===== src/logic/rd_pkg.sv =====
// constants shared by the character route decoder and its column decoder
// assumes one 10 MHz clock and a synchronous active-high clear
package rd_pkg;
   localparam int CHAR_W = 6;
   localparam int LOW_W = 4;
   localparam int ZONE_W = 2;
   localparam int ZONE_LSB = 4;
   localparam int NUM_COLS = 10;
   localparam int NUM_GROUPS = 4;
   localparam int NUM_ROUTES = 40;
   // usable excess-three window of the low bits
   localparam logic [LOW_W-1:0] XS3_MIN = 4'h3;
   localparam logic [LOW_W-1:0] XS3_MAX = 4'hC;
   // cleared register holds a code outside the usable window
   localparam logic [CHAR_W-1:0] CLEAR_CHAR = 6'h00;
   localparam logic [NUM_COLS-1:0] PULSE_NONE = 10'h000;
   localparam logic [NUM_COLS-1:0] PULSE_ONE = 10'h001;
   localparam logic [NUM_ROUTES-1:0] ROUTE_NONE = 40'h00_0000_0000;
   localparam logic [NUM_ROUTES-1:0] ROUTE_ONE = 40'h00_0000_0001;
   localparam logic [NUM_GROUPS-1:0] GROUP_NONE = 4'h0;
   localparam logic [NUM_GROUPS-1:0] GROUP_FIRST = 4'h1;
   localparam logic [NUM_GROUPS-1:0] GROUP_LAST = 4'h8;
   localparam logic [ZONE_W-1:0] ZONE_LAST = 2'h3;

   // held state of the decoder
   typedef struct packed {
      logic [CHAR_W-1:0] char_ff;
      logic [NUM_COLS-1:0] pulse_ff;
   } rd_state_s;
endpackage : rd_pkg


===== src/logic/rd_col_if.sv =====
// carrier between the decoder top and its column decoder
// assumes both ends sit in the same clock domain
`timescale 1ns/100ps
interface rd_col_if;
   import rd_pkg::*;
   logic [CHAR_W-1:0] held_char;
   logic usable;
   logic [LOW_W-1:0] col;
   logic [ZONE_W-1:0] zone;
   modport dec (input held_char, output usable, output col, output zone);
   modport user (output held_char, input usable, input col, input zone);
endinterface : rd_col_if


===== src/logic/rd_col_decode.sv =====
// column decoder: splits a held character into zone and column
// assumes the character is already registered by the caller
`timescale 1ns/100ps
module rd_col_decode (
   rd_col_if.dec bus
);
   import rd_pkg::*;
   logic [LOW_W-1:0] low_bits;

   // only the low excess-three bits choose the column
   always_comb begin
      low_bits = bus.held_char[LOW_W-1:0];
      bus.usable = (low_bits >= XS3_MIN) && (low_bits <= XS3_MAX);
      bus.col = low_bits - XS3_MIN; // column 0 sits at excess-three three
      bus.zone = bus.held_char[ZONE_LSB +: ZONE_W];
   end
endmodule : rd_col_decode


===== src/logic/rd_route_decoder.sv =====
// character route decoder: holding register plus pulse, group and full routes
// assumes the step sequencer loads a character before it drives any probe
//
// Behaviour
// - holds one six-bit character, forty usable codes
// - pulse probe emits one pulse on one output
// - pulse route uses only the low bits
// - group probe enables exactly one group output
// - group column follows low bits, zone ignored
// - each group owns its own ten outputs
// - full probe enables the exact character's output
// - full route compares all six character bits
// - unusable character enables no full route
// - one held character serves many probes
`timescale 1ns/100ps
module rd_route_decoder (
   input wire logic clk_in,
   input wire logic rst_in,
   input wire logic load_in,
   input wire logic [rd_pkg::CHAR_W-1:0] char_in,
   input wire logic pulse_route_probe_in,
   input wire logic [rd_pkg::NUM_GROUPS-1:0] group_level_probe_in,
   input wire logic full_level_probe_in,
   output logic [rd_pkg::NUM_COLS-1:0] pulse_route_output_out,
   output logic [rd_pkg::NUM_ROUTES-1:0] level_route_output_out,
   output logic [rd_pkg::CHAR_W-1:0] route_char_out
);
   import rd_pkg::*;

   rd_state_s st_ff;
   rd_state_s nxt_st;
   rd_col_if col_bus ();

   // column and zone come from the held character only
   rd_col_decode u_col_decode (
      .bus(col_bus.dec)
   );
   assign col_bus.held_char = st_ff.char_ff;

   // next state: load, one-cycle pulse, synchronous clear
   always_comb begin
      nxt_st = st_ff;
      nxt_st.pulse_ff = PULSE_NONE; // pulse lives one cycle only
      if (load_in) begin
         nxt_st.char_ff = char_in;
      end
      // probe reads the held character, so a same-cycle load is seen next time
      if (pulse_route_probe_in && col_bus.usable) begin
         nxt_st.pulse_ff[col_bus.col] = 1'b1;
      end
      if (rst_in) begin
         nxt_st.char_ff = CLEAR_CHAR;
         nxt_st.pulse_ff = PULSE_NONE;
      end
   end

   // the whole state registers in one place
   always_ff @(posedge clk_in) begin
      st_ff <= nxt_st;
   end

   // level routes: combinational so they track the probe levels
   always_comb begin
      int idx;
      idx = 0;
      level_route_output_out = ROUTE_NONE;
      if (col_bus.usable) begin
         // each asserted group probe enables the matching column in its row
         for (int g = 0; g < NUM_GROUPS; g++) begin
            if (group_level_probe_in[g]) begin
               idx = g * NUM_COLS + int'(col_bus.col);
               level_route_output_out[idx] = 1'b1;
            end
         end
         // zone and column together name exactly one of forty routes
         if (full_level_probe_in) begin
            idx = int'(col_bus.zone) * NUM_COLS + int'(col_bus.col);
            level_route_output_out[idx] = 1'b1;
         end
      end
      // an unusable character leaves every level route off
   end

   // character is never altered by probing, only by load or clear
   assign pulse_route_output_out = st_ff.pulse_ff;
   assign route_char_out = st_ff.char_ff;

   logic [NUM_ROUTES-1:0] full_expect;
   logic [NUM_ROUTES-1:0] last_group_expect;
   always_comb begin
      full_expect = ROUTE_ONE << (int'(col_bus.zone) * NUM_COLS + int'(col_bus.col));
      last_group_expect = ROUTE_ONE << (int'(ZONE_LAST) * NUM_COLS + int'(col_bus.col));
   end

   // per group: one route in its own row while probed, none when neither its probe nor the full probe's zone selects it
   for (genvar g = 0; g < NUM_GROUPS; g++) begin : g_row_chk

   end
endmodule : rd_route_decoder


===== config.mk =====
export PLATFORM = sky130hd
export DESIGN_NAME = rd_route_decoder
export DESIGN_NICKNAME = d
export VERILOG_FILES = /design/src/logic/rd_pkg.sv /design/src/logic/rd_col_if.sv /design/src/logic/rd_col_decode.sv /design/src/logic/rd_route_decoder.sv
export SDC_FILE = /design/constraint.sdc
export NUM_CORES = 1
export LEC_CHECK = 0
export ABC_AREA = 1
export ABC_CLOCK_PERIOD_IN_PS = 4600
export BUFFER_PORTS_ARGS = -buffer_cell sky130_fd_sc_hd__buf_4
export CAP_MARGIN = 15
export CORE_ASPECT_RATIO = 0.75
export CORE_UTILIZATION = 45
export DETAILED_ROUTE_END_ITERATION = 8
export HOLD_SLACK_MARGIN = 0.08
export PLACE_DENSITY = 0.8
export SLEW_MARGIN = 20
export SYNTH_ARGS = -nofsm -noshare
export SYNTH_HDL_FRONTEND = slang
export SYNTH_HIERARCHICAL = 1
export SYNTH_SLANG_ARGS = --single-unit

===== constraint.sdc =====
create_clock -name clk_in -period 4.6 [get_ports clk_in]
set_clock_uncertainty 0.05 [all_clocks]
set_input_delay 0.23 -clock clk_in [delete_from_list [all_inputs] [get_ports clk_in]]
set_output_delay 0.23 -clock clk_in [all_outputs]
set_load 0.02 [all_outputs]

==> impl_results.md, run 1 <==
- Fin crit share: between 80% and 90%
- Worst Path Required: 4320 ps
- FFs w/ async S/R, synth: 0%
- Reg clk slew, reported paths: roughly 60 ps
- Synth Instances: 428
- Initial core utilization: approximately half
- Clk pwr share: roughly a fifth
- First-pass GRT wire length: between 10 and 15 mm
- Comb pwr share: a little under three fifths
- Total track usage: about 34%
- Pwr Density: 209 nW/um^2
- Root Buffer: clkbuf_8
- Post_cts resized: 0
- Top cell type's share of synthesized area: 13.2%
- Syn nets: about 460
- Final min period: around 3800 ps
- Antenna violations before repair: 1
- Slowest CP cell: ha_1
- Drt initial violations: 584
- Synth cell count leaders: nor2_1 (78), a21oi_1 (62), nand2_1 (60)
- Post-route cell area: 2970 um^2
- Sequential share of power: 23.7%
- Status: completed
- Tightest Pin Transition: 967 ps
- Crit start category: register
- Max Freq: ~0.26 GHz
- Routability cong.: ~0.99
- Worst-Skew Late Latency: 250 ps
- Worst hold path class: input port to register
- P_leak: approximately 0.0013 uW
- Critical path cell sequence: inv_1 -> ha_1 -> ha_1 -> inv_1 -> fa_1 -> or2_4 -> nand2_1 -> nand2_2 -> clkinv_2 -> nand4_1 -> a21oi_1 -> buf_4
- Sw frac: around half
- Critical path's top delay family: adder cells
- # clock sinks: 16
- Synth Flop Type: dfxtp_1
- Worst setup EP type: output pin
- Slowest Stage Delay on Critical Path: around 600 ps
- Inserted Diodes: 0
- Post-Syn Area: between 2000 and 2500 um^2
- Avg Cell Area, Syn: between 5 and 6 um^2
- Max-slew headroom: between 30% and 40%
- Total power: ~620 uW
- Post-cts hold buffer count: 0
- Post-DR wirelength/cell: 17.2 um
- Syn. warnings: 6
- Die Y: approximately 66 um
- Clock Path Buffers: 2
- First-pass DRT Iterations: 6
- Area Growth Syn to Fin: 22.8%
- I/O Buffers: 70
- Sw Pwr: between 300 and 400 uW
- Final setup vio count: 0
- Synthesized flop and latch total: 16
- Largest net degree at the start of global routing: between 40 and 50
- CTS buffer count: 3
- CTS tree: built
- Number of global-route vias before repair: slightly below 3000
- Critical path class: register to output pin
- Max-Cap Viols: 0
- WL final: approximately 9.6 mm
- Most numerous cell in the Yosys netlist: nor2_1
- RSZ-0062 raised after global routing: false
- FP Rows: 22
- Area post-placement: around 2900 um^2
- Die area: approximately 5700 um^2
- Nets@finish: 517
- Leading area contributor after synthesis: dfxtp_1
- Via/cell ratio: 6.04
- Buffers and inverters on the worst path: 4
- Peak VDD IR: 0.148 mV
- Setup TNS: 0 ps
- Final Hold Fails: 0
- Worst-path maximum fanout: 33
- DIE WIDTH: ~87 um
- Global route overflow: 0
- Core area: 5040 um^2
- Pint: 310 uW
- DRC viols: 0
- Setup Buffers After CTS: 0
- Max Transition Viols Final: 0
- ANT nets after route: 0
- Vias: ~3400
- Proportion of layout cells with a drive suffix above 1: 17.6%
- Distinct cells, synth: 29
- Post-synth EDFFs: 0
- H-tree lvl count: 1
- Synth top area cells: dfxtp_1 (13%), a21oi_1 (13%), nor2_1 (12%), nand4_1 (11%), nand2_1 (9.3%)
- Post-detail-place hpwl: 7.41 mm
- Boundary pin count: 71
- Worst EP arrival: 3520 ps
- Register area share after synthesis: between 10% and 20%
[tightest hold or removal path, cell delays in order]
cell    delay, ps
buf_4          80
nor2_1         30
nor2_1         80
[sequential cells by signal, summed over array words and instances (netlist names)]
| signal | count |
|---|---|
| pulse_route_output_out | 10 |
| route_char_out | 6 |
[metal layers]
layer / GRT usage, % / share of wire (%) / up-vias / wire length (um)
met1: 49.1 / 44 / 1532 / 4220
met5: 0 / 0.084 / - / 8
met3: 12.6 / 15 / 20 / 1390
met4: 6.25 / 0.94 / 2 / 90
met2: 47.0 / 40 / 226 / 3850
li1: - / - / 1574 / -
[worst paths after layout]
kind                            cells past startpoint  slack (ps)                          to         startpoint
worst max-delay path                               12         800  level_route_output_out[34]  route_char_out[0]
worst max register to register                      8        2120   pulse_route_output_out[1]  route_char_out[1]
worst min-delay path                                3         150           route_char_out[1]         char_in[1]
worst min register to register                      2         540           route_char_out[2]  route_char_out[2]
[layout by cell type (no fill, tap or decap), drive strengths merged]
master / Yosys / final
a21oi: 62 / 62
buf: 14 / 70
clkbuf: 5 / 4
clkinv: 1 / 2
dfxtp: 16 / 16
fa: 1 / 1
ha: 17 / 17
inv: 44 / 43
nand2: 64 / 64
nand3: 29 / 29
nand4: 41 / 41
nor2: 80 / 80
nor3: 13 / 13
o21ai: 36 / 36
o22ai: 2 / 2
or2: 1 / 1
xnor2: 1 / 1
xor2: 1 / 1
[power groups by stage]
| stage | Sequential [uW] | Clock (uW) | Combinational [uW] |
|---|---|---|---|
| 2_1_floorplan | 154 | 0 | 249 |
| 3_3_place_gp | 151 | 0 | 329 |
| 3_5_place_dp | 151 | 0 | 333 |
| 4_1_cts | 148 | 129 | 334 |
| 5_1_grt | 148 | 137 | 375 |
| 6_report | 148 | 128 | 347 |
[stage by stage]
stage | worst slack, ps | cells | utilization [%] | hold WS (ps)
floorplan | 1730 | 428 | - | 315
detailed placement | 1180 | 551 | 57.9 | 408
global placement | 1240 | 551 | 57.9 | 401
global route | 553 | 555 | 59.0 | 150
CTS | 880 | 555 | 59.0 | 147
finish | 804 | 555 | 59.0 | 147
[logic make-up (layout without fill, tap and decap cells)]
kind of cell / Yosys count / in the layout / synth area share, %
AOI/OAI and AO/OA: 100 / 100 / 20.8
buffers and inverters: 64 / 119 / 11.9
adders and majority gates: 18 / 18 / 9.61
xor gates and xnor gates: 2 / 2 / 0.724
DFF: 16 / 16 / 13.2
and+or+nand+nor: 228 / 228 / 43.7
[area by class of cell]
class                   count  area (um^2)
clock buffers               4         55.1
fillers                   520         2060
inverters                  45          170
multi-input cells         348         1810
flip-flops and latches     16          320
well taps                  72         90.1
repair buffers             70          526
(Power assumes the default switching activity.)
==> run 2, diff against run 1 <==
--- a/config.mk
+++ b/config.mk
@@ -5,8 +5,8 @@
 export SDC_FILE = /design/constraint.sdc
 export NUM_CORES = 1
 export LEC_CHECK = 0
-export ABC_AREA = 1
-export ABC_CLOCK_PERIOD_IN_PS = 4600
+export ABC_AREA = 0
+export ABC_CLOCK_PERIOD_IN_PS = 3650
 export BUFFER_PORTS_ARGS = -buffer_cell sky130_fd_sc_hd__buf_4
 export CAP_MARGIN = 15
 export CORE_ASPECT_RATIO = 0.75
==> constraint.sdc (replaced) <==
create_clock -name clk_in -period 3.65 [get_ports clk_in]
set_clock_uncertainty 0.05 [all_clocks]
set_input_delay 0.1825 -clock clk_in [delete_from_list [all_inputs] [get_ports clk_in]]
set_output_delay 0.1825 -clock clk_in [all_outputs]
set_load 0.02 [all_outputs]
==> run 2 against run 1 <==
Synthesized area is 2.8% lower; global-route usage decreased by 3.6 points; critical path depth fell by 3; largest power group unchanged.
==> impl_results.md, run 2 <==
- # clock sinks: 16
- WL final: about 8.5 mm
- Boundary pin count: 71
- Sw frac: approximately 46%
- Initial core utilization: between 40% and 50%
- DIE WIDTH: between 80 and 90 um
- Final setup vio count: 0
- Setup TNS: 0 ps
- Max Transition Viols Final: 0
- Syn nets: approximately 360
- Clk pwr share: approximately 18%
- Reg clk slew, reported paths: roughly 60 ps
- Sw Pwr: 326 uW
- Global route overflow: 0
- Top cell type's share of synthesized area: 13.6%
- Most numerous cell in the Yosys netlist: nand2_1
- Area Growth Syn to Fin: 25.0%
- PnR worst setup slack: slightly below 100 ps
- Critical path class: register to output pin
- Vias: approximately 3000
- Sequential share of power: about a quarter
- Post-synthesis mux area share: 2.55%
- Core area: between 4000 and 5000 um^2
- Total track usage: 30.3%
- Number of flip-flops in the largest register: 10
- Met3 Use GR: 5.73%
- Largest net degree at the start of global routing: 34
- Pint: 380 uW
- Slowest CP cell: fa_1
- Register area share after synthesis: a little over an eighth
- Post-DR wirelength/cell: slightly below 20 um
- Final Hold Fails: 0
- Status: completed
- Peak VDD IR: ~0.23 mV
- Pwr Density: ~240 nW/um^2
- Met1 Resource Use GR: 42.7%
- P_leak: about 0.0012 uW
- Clock Path Buffers: 2
- H-tree lvl count: 1
- Post-detail-place hpwl: 6.26 mm
- Antenna violations before repair: 0
- Most frequent cells in the layout: buf_4 (74), nand2_1 (32), nand3_1 (20)
- Buffers and inverters on the worst path: 2
- Crit start category: register
- Worst hold path class: input port to register
- Largest family of logic cells by synthesized area: simple AND/OR/NAND/NOR gates
- ANT nets after route: 0
- FF+latch area: between 300 and 400 um^2
- Pre-CTS setup slack: ~90 ps
- Fin crit share: between 90% and 100%
- Post-Syn Area: ~2400 um^2
- First-pass DRT Iterations: 5
- I/O Buffers: 70
- Max Freq: around 0.28 GHz
- Proportion of layout cells with a drive suffix above 1: around a quarter
- DRC viols: 0
- Number of global-route vias before repair: 2606
- FFs w/ async S/R, synth: 0%
- Adder-Cell Fraction of Synth Area: between 9 and 10%
- Fin Hold WS: 107 ps
- Area of the multi-input gates: 1900 um^2
- Critical path's top delay family: compound AO/OA/AOI/OAI gates
- Most common cell after layout, fill and taps aside: buf_4
- Via/cell ratio: 6.82
- Critical path cell sequence: ha_1 -> xnor2_2 -> inv_1 -> fa_1 -> nand2_1 -> o21ai_0 -> a311oi_4 -> o22ai_1 -> buf_4
- First-pass GRT wire length: 13.3 mm
- Post-cts hold buffer count: 0
- GR Util met2: 46.6%
- HP Start: rst_in
- CTS tree: built
- Simple-Gate Fraction of Synth Area: a little over a third
- Synth Instances: 322
- FP Rows: 22
- Setup crit start: route_char_out[0]
- Routability cong.: between 0.9 and 1
- Root Buffer: clkbuf_8
- Final min period: roughly 3600 ps
- Worst setup EP type: output pin
- Compound-Gate Fraction of Synth Area: ~30%
- CTS buffer count: 3
- Drt initial violations: between 300 and 400
- Setup Buffers After CTS: 0
- Max-slew headroom: between 30 and 40%
- Nets@finish: approximately 410
- Distinct cells, synth: just over 60
- Avg Cell Area, Syn: 7.31 um^2
- Tightest Pin Transition: slightly above 900 ps
- Synth cell count leaders: nand2_1 (32), nand3_1 (21), and3_1 (18), nor2_1 (18), ha_1 (17)
- Die Y: around 65 um
- Reg2Reg Launch Point: route_char_out[0]
- Worst-path maximum fanout: 8
- Slowest Stage Delay on Critical Path: between 500 and 600 ps
- Synthesized flop and latch total: 16
- Worst Path Required: 3420 ps
- Max-Cap Viols: 0
- Synth Area in XOR/XNOR: 1.44%
- Post-synth EDFFs: 0
- Syn. warnings: 6
- Inserted Diodes: 0
- Comb pwr share: a little under three fifths
- Gr busiest metal: met2
- Die area: between 5000 and 6000 um^2
- Fillers: around 480
- Synth top area cells: dfxtp_1 (14%), ha_1 (9.0%), nand2_1 (5.1%), and3_1 (4.8%), nand3_1 (4.5%)
- Final Util: approximately three fifths
- Worst-Skew Late Latency: 250 ps
- Synth Flop Type: dfxtp_1
- Leading area contributor after synthesis: dfxtp_1
- Worst EP arrival: between 3000 and 4000 ps
==> run 2: cell count changes after synthesis, moves of 7 or more <==
cell,before,now
clkbuf_1,5,14
o2bb2ai_1,0,11
nand4_1,41,13
o22ai_1,2,9
o221ai_1,0,8
nor2_1,78,18
and2_1,0,7
and3_1,0,18
o21ai_0,35,9
nor2b_1,0,8
a21oi_1,62,2
inv_1,43,12
o211ai_1,0,9
nand2_1,60,32
==> run 2: logic make-up (layout without fill, tap and decap cells) <==
group                    count (synthesis)  after routing
multiplexers                             6              6
adder cells (fa/ha/maj)                 18             18
AO/OA/AOI/OAI                           88             88
buffers and inverters                   39             90
flip-flops                              16             16
XOR/XNOR                                 3              3
AND/OR/NAND/NOR                        152            152
==> run 2: area by class of cell <==
class / count / share of cell area (%)
clock buffer: 3 / 1.40
inverter: 13 / 1.66
multi-input combinational: 267 / 64.6
sequential: 16 / 10.9
tap: 60 / 2.55
timing repair buffer: 74 / 18.9
==> run 2: power groups by stage <==
stage               clock (uW)  combinational (uW)  sequential, uW
global placement             0                 368             191
detailed placement           0                 369             191
global route               137                 415             189
finish                     127                 391             188
floorplan                    0                 255             193
CTS                        130                 374             188
==> run 2: worst paths after layout <==
check	endpoint	slack (ps)	cells past startpoint
max	level_route_output_out[31]	100	9
min	route_char_out[5]	110	2
max reg2reg	pulse_route_output_out[7]	1530	6
min reg2reg	route_char_out[0]	540	2
==> run 2: routing by layer <==
metal / vias up / share of wire [%]
li1: 1338 / -
met1: 1354 / 43
met3: 31 / 12
met4: 0 / 2.3
met2: 232 / 42
met5: - / 0
==> run 2: through the flow <==
step           total power, uW  cells  cell area (um^2)
2_1_floorplan              448    322              2350
3_3_place_gp               559    430              2870
3_5_place_dp               560    430              2870
4_1_cts                    692    433              2940
5_1_grt                    741    433              2940
6_report                   706    433              2940
==> run 2: timing repair <==
item	4_1_cts	5_1_grt
hold endpoints to repair	0	0
endpoints found under the setup margin	28	2
cloned	0	0
resized for setup	5	2
==> run 2: worst reg2reg max path, cell delays in order (launching register included) <==
cell     delay (ps)
dfxtp_1         350
ha_1            250
xnor2_2         370
ha_1            420
inv_1           150
or2_2           330
nor3_1          130
==> run 3, diff against run 2 <==
--- a/config.mk
+++ b/config.mk
@@ -14,6 +14,7 @@
 export DETAILED_ROUTE_END_ITERATION = 8
 export HOLD_SLACK_MARGIN = 0.08
 export PLACE_DENSITY = 0.8
+export REMOVE_ABC_BUFFERS = 1
 export SLEW_MARGIN = 20
 export SYNTH_ARGS = -nofsm -noshare
 export SYNTH_HDL_FRONTEND = slang
==> run 3 against run 2 <==
Worst setup slack better by 120 ps; global-route usage rose by 0.72 points; core utilization grew 0.10 points; sequential share of layout area barely moved; wire length is 1.6% higher.
==> impl_results.md, run 3 (synthesized netlist as in run 2, its figures left out) <==
- Comb pwr share: 55.1%
- Final min period: ~3400 ps
- Area post-placement: 2900 um^2
- Antenna violations before repair: 0
- FF+latch area: 320 um^2
- Post_cts resized: 0
- Post-DR wirelength/cell: roughly 20 um
- Worst setup EP type: output pin
- Critical path cell sequence: inv_1 -> ha_1 -> ha_1 -> inv_1 -> fa_1 -> xor2_2 -> o2bb2ai_1 -> o21ai_1 -> o22ai_1 -> buf_4
- Sequential share of power: 26.5%
- Largest net degree at the start of global routing: 35
- Fillers: between 400 and 500
- DRC viols: 0
- CTS tree: built
- Inserted Diodes: 0
- Worst-Skew Late Latency: between 200 and 300 ps
- Reg clk slew, reported paths: roughly 60 ps
- Worst EP arrival: ~3200 ps
- WL final: 8.59 mm
- Area of the multi-input gates: ~1900 um^2
- Fin crit share: a little over nine tenths
- First-pass DRT Iterations: 5
- P_leak: between 0.001 and 0.0015 uW
- FF-to-FF setup slack: approximately 1700 ps
- Vias: roughly 3000
- Pint: between 300 and 400 uW
- Critical path class: register to output pin
- Worst-path maximum fanout: 8
- Root Buffer: clkbuf_8
- Global route overflow: 0
- Clock Path Buffers: 2
- Number of flip-flops in the largest register: 10
- Sw Pwr: 327 uW
- PnR worst setup slack: roughly 220 ps
- Reg2Reg Launch Point: route_char_out[0]
- Critical R2R Capture: pulse_route_output_out[7]
- Final Hold Fails: 0
- Post-detail-place hpwl: between 6 and 7 mm
- Max-Cap Viols: 0
- # clock sinks: 16
- Number of global-route vias before repair: between 2000 and 3000
- Pwr Density: ~240 nW/um^2
- Post-cts hold buffer count: 0
- Final setup vio count: 0
- Hold path endpoint: route_char_out[4]
- Sw frac: a little under half
- Critical path's top delay family: adder cells
- Final Non-Filler Cells: ~440
- Pre-CTS setup slack: about 460 ps
- Core area: around 5000 um^2
- Placed cell count: 434
- Clk pwr share: 18.4%
- Nets@finish: between 400 and 500
- DIE WIDTH: between 80 and 90 um
- FP Rows: 22
- Buffers and inverters on the worst path: 3
- I/O Buffers: 70
- Setup TNS: 0 ps
- Routability cong.: between 0.9 and 1
- Worst hold path class: input port to register
- Max Freq: just under 0.3 GHz
- Max-slew headroom: a little over a third
- Area Growth Syn to Fin: 25.3%
- Peak VDD IR: 0.227 mV
- Hold path depth: 2
- CTS buffer count: 3
- Slowest CP cell: o21ai_1
- Max Transition Viols Final: 0
- First-pass GRT wire length: 13.6 mm
- Status: completed
- H-tree lvl count: 1
- Initial core utilization: 47.5%
- Via/cell ratio: 6.89
- Post-route cell area: roughly 2900 um^2
- RSZ-0062 raised after global routing: false
- Drt initial violations: about 350
- Crit start category: register
- HP Start: rst_in
- ANT nets after route: 0
- Slowest Stage Delay on Critical Path: 580 ps
- Boundary pin count: 71
- Most frequent cells in the layout: buf_4 (78), nand2_1 (32), nand3_1 (21)
- Most common cell after layout, fill and taps aside: buf_4
- Worst Path Required: around 3400 ps
- Tightest Pin Transition: between 900 and 1000 ps
- Worst r2r path cells: 7
- Proportion of layout cells with a drive suffix above 1: around a quarter
- Die Y: 64.6 um
- Total track usage: between 30% and 40%
- Setup Buffers After CTS: 0
- Die area: 5530 um^2
run 3: changes by cell type in the layout (fill, tap and decap cells not counted), sizes merged:
| cell | change |
|---|---|
| buf | +4 |
run 3: routing by layer:
| layer | GRT usage [%] | vias up | share of wire, % |
|---|---|---|---|
| met1 | 42.6 | 1384 | 42 |
| met4 | 10.0 | 0 | 2.4 |
| met2 | 48.3 | 250 | 43 |
| li1 | - | 1354 | - |
| met5 | 0 | - | 0 |
| met3 | 6.50 | 25 | 12 |
run 3: worst register-to-register path, cell delays in order, from the launching register on:
cell,delay [ps]
dfxtp_1,410
ha_1,220
nor3_1,70
a31oi_2,150
buf_4,350
nand3b_1,190
or2_2,320
nor3_1,120
run 3: area by class of cell:
class | instances | area share (%)
tap | 60 | 2.55
sequential | 16 | 10.9
inverter | 13 | 1.66
multi-input combinational | 267 | 63.7
clock buffer | 3 | 1.40
timing repair buffer | 78 | 19.9
run 3: through the flow:
| step | utilization, % | power, uW | hold WS [ps] |
|---|---|---|---|
| 2_1_floorplan | - | 432 | 205 |
| 3_3_place_gp | 58.6 | 561 | 366 |
| 3_5_place_dp | 58.6 | 565 | 374 |
| 4_1_cts | 59.4 | 694 | 110 |
| 5_1_grt | 59.5 | 746 | 113 |
| 6_report | 59.5 | 706 | 113 |
run 3: how the worst max path moves through the flow:
| stage | slack (ps) | startpoint | to | depth (start not counted) |
|---|---|---|---|---|
| floorplan | -260 | route_char_out[0] | level_route_output_out[8] | 7 |
| global placement | 590 | route_char_out[0] | level_route_output_out[10] | 10 |
| detailed placement | 460 | route_char_out[0] | level_route_output_out[10] | 10 |
| CTS | 190 | route_char_out[0] | level_route_output_out[10] | 10 |
| global route | 50 | route_char_out[0] | level_route_output_out[23] | 10 |
| finish | 220 | route_char_out[0] | level_route_output_out[23] | 10 |
run 3: power groups by stage:
stage / Clock (uW) / Combinational (uW) / Sequential (uW)
6_report: 130 / 389 / 187
5_1_grt: 144 / 414 / 188
3_5_place_dp: 0 / 375 / 191
3_3_place_gp: 0 / 371 / 190
2_1_floorplan: 0 / 238 / 194
4_1_cts: 133 / 375 / 187
